===== src/core/sched_pkg.sv =====
package sched_pkg;
    localparam int N_HOL = 16;
    localparam int N_EV = 20;
    localparam int N_WIN = 20;
    // register offsets
    localparam logic [7:0] A_CTRL = 8'h00;
    localparam logic [7:0] A_STAT = 8'h04;
    localparam logic [7:0] A_SEL = 8'h08;
    localparam logic [7:0] A_EV = 8'h0C;
    localparam logic [7:0] A_WIN = 8'h10;
    localparam logic [7:0] A_HOL = 8'h14;
    localparam logic [7:0] A_DAYKEY = 8'h18;
    localparam logic [7:0] A_PARTKEY = 8'h1C;
    localparam logic [7:0] A_XXMIN = 8'h20;
    localparam logic [7:0] A_YYSEC = 8'h24;
    localparam logic [7:0] A_HOLIDX = 8'h28;
    // event word: tgt[7:0] act[13:8] mode[18:16] win[23:19] days[31:24]
    localparam int EV_TGT = 0;
    localparam int EV_ACT = 8;
    localparam int EV_MODE = 16;
    localparam int EV_WIN = 19;
    localparam int EV_DAYS = 24;
    // window word: start[10:0] stop[26:16], minutes of day
    localparam int WN_STOP = 16;
    // holiday word: day[4:0] month[11:8] partitions[17:16]
    localparam int HL_MON = 8;
    localparam int HL_PART = 16;
    // action codes
    localparam logic [5:0] ACT_NONE = 6'h00;
    localparam logic [5:0] ACT_RLY_FIRST = 6'h01;
    localparam logic [5:0] ACT_RLY_LAST = 6'h0A;
    localparam logic [5:0] ACT_ARM_FIRST = 6'h14;
    localparam logic [5:0] ACT_ARM_LAST = 6'h18;
    localparam logic [5:0] ACT_BYP = 6'h1E;
    localparam logic [5:0] ACT_UNBYP = 6'h1F;
    localparam logic [5:0] ACT_WIN_FIRST = 6'h28;
    localparam logic [5:0] ACT_WIN_LAST = 6'h2A;
    localparam logic [5:0] ACT_REMIND = 6'h32;
    localparam logic [5:0] ACT_DISARM = 6'h16;
    // activation modes
    localparam logic [2:0] M_START = 3'h1;
    localparam logic [2:0] M_END = 3'h2;
    localparam logic [2:0] M_DURING = 3'h3;
    localparam logic [2:0] M_BOTH = 3'h4;
    // fixed relay pulse, in seconds
    localparam logic [15:0] PULSE_S = 16'h0002;
    localparam logic [15:0] SEC_PER_MIN = 16'h003C;
    localparam logic [7:0] DAYS_ALL = 8'hFF;
    localparam logic [7:0] PARTS_ALL = 8'h03;
    localparam logic [3:0] KEY_ALL = 4'h0;
    typedef struct packed {
        logic [7:0] days;
        logic [4:0] win;
        logic [5:0] act;
        logic [7:0] tgt;
        logic [2:0] mode;
    } ev_s;
    typedef struct packed {
        logic [3:0] mon;
        logic [4:0] day;
        logic [1:0] part;
    } hol_s;
    typedef struct packed {
        logic [10:0] start;
        logic [10:0] stop;
    } win_s;
    typedef hol_s [N_HOL-1:0] hol_tab_t;
    typedef enum logic [1:0] {ST_IDLE = 2'h0, ST_SCAN = 2'h1} scan_e;
endpackage


===== src/core/holiday_match.sv =====
`timescale 1ns/1ps
module holiday_match
    import sched_pkg::*;
(
    input wire logic [3:0] i_month, // current month
    input wire logic [4:0] i_day,   // current day
    input wire hol_tab_t i_tab,     // holiday table
    output logic [1:0] o_part       // partitions on holiday today
);
    // month 0 marks an empty entry, which never matches a real date
    always_comb
    begin
        o_part = 2'h0;
        for (int i = 0; i < N_HOL; i++)
            if (i_tab[i].mon == i_month && i_tab[i].day == i_day)
                o_part = o_part | i_tab[i].part;
    end
endmodule // holiday_match


===== src/core/time_event_scheduler.sv =====
// The register addresses and the address-and-strobe port were chosen for this implementation.
`timescale 1ns/1ps
module time_event_scheduler
    import sched_pkg::*;
(
    input wire logic i_ref_clk,         // 50 MHz clock
    input wire logic i_nrst,            // async reset, active low
    input wire logic [7:0] i_addr,      // register address
    input wire logic [31:0] i_wdata,    // write data
    input wire logic i_wr,              // write strobe
    input wire logic i_rd,              // read strobe
    output logic [31:0] o_rdata,        // read data, cycle after i_rd
    input wire logic i_min_tick,        // one pulse per rtc minute
    input wire logic [10:0] i_minute,   // minute of day
    input wire logic [2:0] i_weekday,   // 0 monday .. 6 sunday
    input wire logic [3:0] i_month,     // rtc month
    input wire logic [4:0] i_day,       // rtc day
    input wire logic i_time_set,        // time or date changed
    input wire logic i_sched_exit,      // scheduling menu left
    input wire logic i_prog_exit,       // program mode left
    input wire logic i_dl_disc,         // downloader disconnected
    input wire logic i_dst_adj,         // daylight saving step
    input wire logic i_fire_offnorm,    // fire off-normal present
    output logic o_act_stb,             // action pulse
    output logic [5:0] o_act_code,      // action code
    output logic [7:0] o_act_tgt,       // relay, group, parts, list
    output logic o_act_on,              // 1 apply, 0 reverse
    output logic [15:0] o_act_dur_s,    // closure seconds, 0 latched
    output logic o_arm_warn,            // auto-arm warning pulse
    output logic o_beep_start,          // keypad reminder pulse
    output logic [1:0] o_sched_lock,    // event holds arming
    output logic [1:0] o_hol_today      // holiday schedule in force
);
    typedef struct packed {
        ev_s [N_EV-1:0] ev;
        win_s [N_WIN-1:0] win;
        hol_tab_t hol;
        logic [7:0] xx_min;
        logic [7:0] yy_sec;
        logic en;
        logic reject;
        logic hol_edit;
        logic [4:0] sel;
        logic [3:0] hol_sel;
        logic [N_EV-1:0] prev;
        scan_e fsm;
        logic [4:0] idx;
        logic refr;
        logic pend_tick;
        logic pend_refr;
        logic [31:0] rdata;
        logic act_stb;
        logic [5:0] act_code;
        logic [7:0] act_tgt;
        logic act_on;
        logic [15:0] act_dur;
        logic arm_warn;
        logic beep;
        logic [1:0] lock;
        logic [1:0] hol_today;
    } st_s;

    st_s st_q;
    st_s st_d;
    ev_s cur_ev;
    win_s cur_win;
    logic in_now;
    logic [1:0] hol_now;

    function automatic logic in_rng(logic [5:0] a, logic [5:0] lo,
                                    logic [5:0] hi);
        return a >= lo && a <= hi;
    endfunction

    function automatic logic is_arm(logic [5:0] a);
        return in_rng(a, ACT_ARM_FIRST, ACT_ARM_LAST);
    endfunction

    // which modes each action may use
    function automatic logic mode_ok(logic [5:0] a, logic [2:0] m);
        logic any;
        logic no4;
        any = m >= M_START && m <= M_BOTH;
        no4 = m >= M_START && m <= M_DURING;
        if (a == ACT_NONE)
            return 1'b1;
        if (in_rng(a, ACT_RLY_FIRST, ACT_RLY_LAST) || a == ACT_REMIND)
            return any;
        if (is_arm(a) || a == ACT_BYP || a == ACT_UNBYP)
            return no4;
        if (in_rng(a, ACT_WIN_FIRST, ACT_WIN_LAST))
            return m == M_DURING;
        return 1'b0;
    endfunction

    // closure length; relay group codes mirror single relay codes
    function automatic logic [15:0] dur_s(logic [5:0] a, logic [7:0] x,
                                          logic [7:0] y);
        logic [5:0] k;
        k = (a > 6'h05) ? 6'(a - 6'h05) : a;
        case (k)
            6'h03: return PULSE_S;
            6'h04: return 16'(x * SEC_PER_MIN);
            6'h05: return {8'h00, y};
            default: return 16'h0000;
        endcase
    endfunction

    // key 0 fills the whole mask, or clears it when already full; key n, up to the count of mask bits, flips bit n-1
    function automatic logic [7:0] key_tog(logic [7:0] m, logic [3:0] k,
                                           logic [7:0] all);
        logic [7:0] r;
        r = m;
        if (k == KEY_ALL)
            r = (m == all) ? 8'h00 : all;
        else if ({4'h0, k} <= 8'(($countones(all))))
            r = m ^ (8'h01 << (k - 4'h1));
        return r;
    endfunction

    assign cur_ev = st_q.ev[st_q.idx];
    assign cur_win = (cur_ev.win == 5'h00) ? '0
                   : st_q.win[cur_ev.win - 5'h01];

    window_check u_win (
        .i_start (cur_win.start),
        .i_stop  (cur_win.stop),
        .i_now   (i_minute),
        .o_in    (in_now)
    );

    holiday_match u_hol (
        .i_month (i_month),
        .i_day   (i_day),
        .i_tab   (st_q.hol),
        .o_part  (hol_now)
    );

    always_comb
    begin
        logic refresh;
        logic ok;
        logic day_ok;
        logic now_on;
        logic st_e;
        logic en_e;
        logic fire;
        logic on;
        ev_s w;
        refresh = 1'b0;
        ok = 1'b0;
        day_ok = 1'b0;
        now_on = 1'b0;
        st_e = 1'b0;
        en_e = 1'b0;
        fire = 1'b0;
        on = 1'b0;
        w = '0;
        st_d = st_q;
        st_d.act_stb = 1'b0;
        st_d.arm_warn = 1'b0;
        st_d.beep = 1'b0;
        st_d.rdata = 32'h0000_0000;
        st_d.hol_today = hol_now;

        // register writes
        if (i_wr)
        begin
            case (i_addr)
                A_CTRL: st_d.en = i_wdata[0];
                A_STAT: if (i_wdata[0]) st_d.reject = 1'b0;
                A_SEL: st_d.sel = i_wdata[4:0];
                A_EV:
                begin
                    w.tgt = i_wdata[EV_TGT +: 8];
                    w.act = i_wdata[EV_ACT +: 6];
                    w.mode = i_wdata[EV_MODE +: 3];
                    w.win = i_wdata[EV_WIN +: 5];
                    w.days = i_wdata[EV_DAYS +: 8];
                    ok = mode_ok(w.act, w.mode) && w.win <= 5'(N_WIN);
                    if (st_q.sel != 5'h00 && st_q.sel <= 5'(N_EV))
                    begin
                        if (ok)
                            st_d.ev[st_q.sel - 5'h01] = w;
                        else
                            st_d.reject = 1'b1;
                    end
                end
                A_WIN:
                    if (st_q.sel != 5'h00 && st_q.sel <= 5'(N_WIN))
                        st_d.win[st_q.sel - 5'h01] =
                            {i_wdata[10:0], i_wdata[WN_STOP +: 11]};
                A_HOL:
                    if (st_q.hol_edit)
                    begin
                        st_d.hol[st_q.hol_sel].day = i_wdata[4:0];
                        st_d.hol[st_q.hol_sel].mon = i_wdata[HL_MON +: 4];
                        st_d.hol[st_q.hol_sel].part =
                            i_wdata[HL_PART +: 2];
                    end
                A_HOLIDX:
                    if (i_wdata[7:0] == 8'h00)
                        st_d.hol_edit = 1'b0;
                    else if (i_wdata[7:0] <= 8'(N_HOL))
                    begin
                        st_d.hol_edit = 1'b1;
                        st_d.hol_sel = 4'(i_wdata[7:0] - 8'h01);
                    end
                A_PARTKEY:
                    if (st_q.hol_edit)
                        st_d.hol[st_q.hol_sel].part = 2'(key_tog(
                            {6'h00, st_q.hol[st_q.hol_sel].part},
                            i_wdata[3:0], PARTS_ALL));
                A_DAYKEY:
                    if (st_q.sel != 5'h00 && st_q.sel <= 5'(N_EV))
                        st_d.ev[st_q.sel - 5'h01].days = key_tog(
                            st_q.ev[st_q.sel - 5'h01].days,
                            i_wdata[3:0], DAYS_ALL);
                A_XXMIN: st_d.xx_min = i_wdata[7:0];
                A_YYSEC: st_d.yy_sec = i_wdata[7:0];
                default: ;
            endcase
        end

        // register reads, answered next cycle; unmapped reads zero
        if (i_rd)
        begin
            case (i_addr)
                A_CTRL: st_d.rdata = {31'h0, st_q.en};
                A_STAT: st_d.rdata = {27'h0, st_q.hol_today,
                    st_q.fsm == ST_SCAN, st_q.hol_edit, st_q.reject};
                A_SEL: st_d.rdata = {27'h0, st_q.sel};
                A_EV:
                    if (st_q.sel != 5'h00 && st_q.sel <= 5'(N_EV))
                    begin
                        w = st_q.ev[st_q.sel - 5'h01];
                        st_d.rdata = {w.days, w.win, w.mode, 2'h0,
                            w.act, w.tgt};
                    end
                A_WIN:
                    if (st_q.sel != 5'h00 && st_q.sel <= 5'(N_WIN))
                        st_d.rdata = {5'h0,
                            st_q.win[st_q.sel - 5'h01].stop, 5'h0,
                            st_q.win[st_q.sel - 5'h01].start};
                A_HOL: st_d.rdata = {14'h0, st_q.hol[st_q.hol_sel].part,
                    4'h0, st_q.hol[st_q.hol_sel].mon, 3'h0,
                    st_q.hol[st_q.hol_sel].day};
                A_HOLIDX: st_d.rdata = st_q.hol_edit ?
                    {27'h0, 5'(st_q.hol_sel) + 5'h01} : 32'h0000_0000;
                A_XXMIN: st_d.rdata = {24'h0, st_q.xx_min};
                A_YYSEC: st_d.rdata = {24'h0, st_q.yy_sec};
                default: st_d.rdata = 32'h0000_0000;
            endcase
        end

        // sweep the slots one per cycle
        case (st_q.fsm)
            ST_IDLE:
                if (st_q.pend_refr || st_q.pend_tick)
                begin
                    st_d.fsm = ST_SCAN;
                    st_d.idx = 5'h00;
                    st_d.refr = st_q.pend_refr;
                    st_d.pend_refr = 1'b0;
                    st_d.pend_tick = 1'b0;
                    if (st_q.pend_refr)
                        st_d.lock = 2'h0;
                end
            ST_SCAN:
            begin
                day_ok = cur_ev.days[i_weekday]
                    || (hol_now != 2'h0 && cur_ev.days[7]);
                now_on = st_q.en && cur_ev.win != 5'h00
                    && cur_ev.act != ACT_NONE && day_ok && in_now;
                st_e = now_on && !st_q.prev[st_q.idx];
                en_e = !now_on && st_q.prev[st_q.idx];
                if (st_q.refr)
                begin
                    // only held states are restored on refresh
                    fire = cur_ev.mode == M_DURING;
                    on = now_on;
                end
                else
                begin
                    fire = (st_e && cur_ev.mode != M_END)
                        || (en_e && cur_ev.mode != M_START);
                    on = !(en_e && cur_ev.mode == M_DURING);
                end
                if (cur_ev.act == ACT_REMIND)
                    fire = fire && on && i_fire_offnorm;
                st_d.prev[st_q.idx] = now_on;
                if (fire)
                begin
                    st_d.act_stb = 1'b1;
                    st_d.act_code = cur_ev.act;
                    st_d.act_tgt = cur_ev.tgt;
                    st_d.act_on = on;
                    st_d.act_dur = dur_s(cur_ev.act, st_q.xx_min,
                        st_q.yy_sec);
                    st_d.beep = cur_ev.act == ACT_REMIND;
                    st_d.arm_warn = is_arm(cur_ev.act) && on
                        && cur_ev.act != ACT_DISARM;
                    if (is_arm(cur_ev.act))
                    begin
                        // held against temporary edits and extension
                        if (cur_ev.mode == M_DURING && !on)
                            st_d.lock = st_q.lock & ~cur_ev.tgt[1:0];
                        else
                            st_d.lock = st_q.lock | cur_ev.tgt[1:0];
                    end
                end
                if (st_q.idx == 5'(N_EV - 1))
                    st_d.fsm = ST_IDLE;
                else
                    st_d.idx = st_q.idx + 5'h01;
            end
            default: st_d.fsm = ST_IDLE;
        endcase

        // new triggers win over the clear above
        if (i_min_tick)
            st_d.pend_tick = 1'b1;
        if (i_time_set || i_sched_exit || i_prog_exit || i_dl_disc
            || i_dst_adj)
            st_d.pend_refr = 1'b1;
    end

    // power-up counts as a refresh
    always_ff @(posedge i_ref_clk or negedge i_nrst)
    begin
        if (!i_nrst)
        begin
            st_q <= '0;
            st_q.pend_refr <= 1'b1;
        end
        else
            st_q <= st_d;
    end

    assign o_rdata = st_q.rdata;
    assign o_act_stb = st_q.act_stb;
    assign o_act_code = st_q.act_code;
    assign o_act_tgt = st_q.act_tgt;
    assign o_act_on = st_q.act_on;
    assign o_act_dur_s = st_q.act_dur;
    assign o_arm_warn = st_q.arm_warn;
    assign o_beep_start = st_q.beep;
    assign o_sched_lock = st_q.lock;
    assign o_hol_today = st_q.hol_today;
endmodule // time_event_scheduler


===== src/core/window_check.sv =====
`timescale 1ns/1ps
module window_check
    import sched_pkg::*;
(
    input wire logic [10:0] i_start, // window start minute
    input wire logic [10:0] i_stop,  // window stop minute
    input wire logic [10:0] i_now,   // current minute of day
    output logic o_in                // now inside the window
);
    // a start past the stop means the window wraps midnight
    always_comb
    begin
        if (i_start <= i_stop)
            o_in = (i_now >= i_start) && (i_now < i_stop);
        else
            o_in = (i_now >= i_start) || (i_now < i_stop);
    end
endmodule // window_check


===== config.mk =====
export PLATFORM = sky130hd
export DESIGN_NAME = time_event_scheduler
export DESIGN_NICKNAME = d
export VERILOG_FILES = /design/src/core/sched_pkg.sv /design/src/core/holiday_match.sv /design/src/core/time_event_scheduler.sv /design/src/core/window_check.sv
export SDC_FILE = /design/constraint.sdc
export NUM_CORES = 2
export LEC_CHECK = 0
export ABC_CLOCK_PERIOD_IN_PS = 5700
export BUFFER_PORTS_ARGS = -buffer_cell sky130_fd_sc_hd__buf_4
export CAP_MARGIN = 15
export CORE_ASPECT_RATIO = 1.4
export CORE_MARGIN = 2
export CORE_UTILIZATION = 53
export DETAILED_ROUTE_END_ITERATION = 8
export GPL_TIMING_DRIVEN = 0
export PLACE_DENSITY = 0.71
export SYNTH_ARGS = -nofsm -noshare
export SYNTH_HDL_FRONTEND = slang
export SYNTH_HIERARCHICAL = 1
export SYNTH_SLANG_ARGS = --single-unit

===== constraint.sdc =====
create_clock -name i_ref_clk -period 5.7 [get_ports i_ref_clk]
set_input_delay 1.14 -clock i_ref_clk [delete_from_list [all_inputs] [get_ports i_ref_clk]]
set_output_delay 1.14 -clock i_ref_clk [all_outputs]
set_load 0.02 [all_outputs]

==> results.sh <==
export IMPL_async_flop_share_pct=100
export IMPL_cts_clk_slew_worst_paths_ns=0.06
export IMPL_grtUsageMet1_pct=48.2
export IMPL_worstSetupPathType="flip-flop to flip-flop"
export IMPL_io_buffers=119
export IMPL_grt_max_degree=186
export IMPL_status="finished, violations left"
export IMPL_start_kind="flip-flop"
export IMPL_nFillCells=11000
export IMPL_grt_pass1_vias=58700
export IMPL_cp_required_ns=6.43
export IMPL_mostFrequentLayoutCells="dfrtp_1, mux2_2, mux4_2"
export IMPL_clockBufferDepth=3
export IMPL_slew_viol_final=0
export IMPL_slew_headroom_pct=10.9
export IMPL_timing_fmax_mhz=151
export IMPL_cts_sinks=1339
export IMPL_use_met3_pct=18.9
export IMPL_worstReg2RegStart="st_q[77]"
export IMPL_synth_cells=5851
export IMPL_maxCapViolations=0
export IMPL_cts_max_level=4
export IMPL_grt_usage_pct=44.0
export IMPL_drt_wl_total_mm=317
export IMPL_place_area_um2=79800
export IMPL_r2r_end="o_act_tgt[0]"
export IMPL_mostFrequentLayoutCell="dfrtp_1"
export IMPL_gr_usage_met2_pct=63.7
export IMPL_arrival_ns=7.35
export IMPL_cts_buffers=138
export IMPL_synth_flop_cell="dfrtp_1"
export IMPL_pin_count=144
export IMPL_clockRootBuffer="clkbuf_16"
export IMPL_tritoncts="done"
export IMPL_start_util_pct=53.2
export IMPL_ir_drop_uv=258
export IMPL_antenna_found_initial=33
export IMPL_violations="negative setup slack"
export IMPL_cp_end_kind="flip-flop"
export IMPL_r2r_slack_ns=-0.93
export IMPL_yosys_cell_types_count=106
export IMPL_period_minus_slack_ns=6.63
export IMPL_finClkSkew_ns=0.0416
export IMPL_gp_congestion=1.06
export IMPL_viasPerCell=7.16
export IMPL_gr_total_overflow=0
export IMPL_area_growth_pct=15.6
export IMPL_fin_crit_sh_pct=116
export IMPL_fin_util_pct=61.5
export IMPL_vias=59300
export IMPL_pre_cts_ws_ns=-3.93
export IMPL_setup_viol=160
export IMPL_coreArea_um2=142000
export IMPL_drive_above_1_share_pct=41.6
export IMPL_timing_final_ws_setup_ns=-0.927
export IMPL_hold_class="primary input to asynchronous set/reset pin"
export IMPL_num_rows=164
export IMPL_ys_seq_area_share_pct=44.3
export IMPL_avgSynthCellArea_um2=12.9
export IMPL_nets=6382
export IMPL_initialDrtViolationCount=8383
export IMPL_grt_pass1_wl_mm=445
export IMPL_die_area_um2=146000
export IMPL_total_leakage_power_nw=39.4
export IMPL_grt_busiest_layer="met2"
export IMPL_dpl_hpwl_mm=224
export IMPL_total_power_w=0.0275
export IMPL_dr_pass1_iters=6
export IMPL_setup_tns_final_ns=-49.25
export IMPL_clk_latency_ns=0.88
export IMPL_ant_nets=0
export IMPL_yosysWarnings=6
export IMPL_wl_per_cell_um=38.4
export IMPL_ys_ff_latch=1339
export IMPL_synth_cell_area_um2=75700
export IMPL_rsz0062_at_grt="yes"
export IMPL_die_w_um=323
export IMPL_final_area_um2=87500
export IMPL_worst_pin_slew_ns=1.33
export IMPL_synth_edf_count=0
export IMPL_reg2reg_depth=25
export IMPL_die_y_um=451
export IMPL_drc_errors=0
export IMPL_power_density_nw_per_um2=315
export IMPL_hold_violations=0
export IMPL_worstPathMaxFanout=10
-- cell families (layout without fill, tap and decap cells) --
kind of cell	Yosys count	count (layout)	share of synthesized area, %
xor gates and xnor gates	172	172	2.04
adders and majority gates	85	85	1.53
AOI/OAI and AO/OA	873	873	7.19
other	1	38	0.00495
DFF	1339	1339	44.3
and+or+nand+nor	803	803	5.34
muxes	1856	1856	35.1
buffers and inverters	722	1200	4.56
-- repair_timing --
item | in CTS | in global routing
cloned | 9 | 2
endpoints found under the hold margin | 0 | 0
resized for setup | 381 | 153
buffers inserted | 36 | 21
setup endpoints to repair | 1124 | 796
pin swaps | 53 | 37
hold buffers | 0 | 0
-- worst max path at each step --
| stage | cells past startpoint | slack, ns | endpoint | startpoint |
|---|---|---|---|---|
| floorplan | 29 | 0.008 | o_act_dur_s[0] | st_q[74] |
| global placement | 1 | -12.99 | st_q[619] | i_nrst |
| detailed placement | 18 | -3.93 | o_rdata[8] | st_q[104] |
| CTS | 30 | -0.77 | o_act_tgt[0] | st_q[74] |
| global route | 30 | -0.96 | o_act_tgt[0] | st_q[73] |
| finish | 25 | -0.93 | o_act_tgt[0] | st_q[77] |
-- stage by stage --
| stage | instances | hold slack, ns |
|---|---|---|
| after floorplan | 5854 | 0.457 |
| after global placement | 7882 | 0.474 |
| after detailed placement | 7921 | 0.482 |
| after CTS | 8210 | 0.306 |
| after global routing | 8246 | 0.283 |
| final | 8275 | 0.234 |
-- final cells by class --
cell class                 instances  area, um^2  area share, %
antenna                           34        85.1         0.0973
buffer                           596        3870           4.43
clock buffer                     193        4030           4.60
clock inverter                    54         752          0.860
inverter                         120         458          0.524
multi-input combinational       3793       39900           45.6
sequential                      1339       33500           38.3
tap                             1909        2390           2.73
timing repair buffer             237        2500           2.86
-- sequential cells by signal, summed over array words and instances, names as in the netlist --
signal and cells:
o_arm_warn 1, o_act_on 1, o_act_stb 1, o_beep_start 1, o_hol_today 2, st_q 1273
o_sched_lock 2, o_act_dur_s 14, o_act_code 6, o_rdata 30, o_act_tgt 8
-- worst max-delay path: stages (launching register included) --
cell,delay (ns)
dfrtp_1,0.50
buf_4,0.22
clkbuf_1,0.87
o21ai_0,0.27
o21ai_2,0.15
buf_4,0.16
ha_4,0.23
clkbuf_16,0.19
clkbuf_16,0.18
mux4_2,0.33
mux2i_2,0.21
o21ai_1,0.12
a22o_1,0.29
inv_2,0.08
ha_1,0.23
a21oi_1,0.13
a21oi_1,0.09
o211a_1,0.24
a211oi_2,0.16
maj3_4,0.37
nand2_4,0.11
a311o_1,0.31
o31a_1,0.36
nor2_4,0.20
buf_6,0.17
mux2_4,0.30
-- routing by layer --
metal | up-vias | part of all wire, %
met5 | - | 0.16
met4 | 28 | 12
met3 | 1719 | 12
met2 | 4628 | 44
met1 | 30200 | 32
li1 | 22700 | -
-- synth_stat cells (70+ instances only) --
cell / n / area (um^2)
dfrtp_1: 1338 / 33500
mux2_2: 1114 / 12500
mux4_2: 523 / 11800
o21ai_0: 329 / 1650
clkbuf_1: 327 / 1230
nand2_1: 302 / 1130
mux2i_1: 202 / 2020
a21oi_1: 170 / 851
nor2_1: 140 / 526
inv_1: 119 / 447
buf_2: 117 / 586
nand3_1: 109 / 546
xnor2_1: 103 / 902
buf_4: 92 / 691
ha_1: 70 / 876
o22ai_1: 70 / 438
-- report_power, final --
part	switching (W)	internal (W)
Combinational	0.00537	0.00259
Sequential	0.0000929	0.00961
Clock	0.00418	0.00567
Total	0.00965	0.0179
No activity file was read; power rests on OpenSTA's default activity.
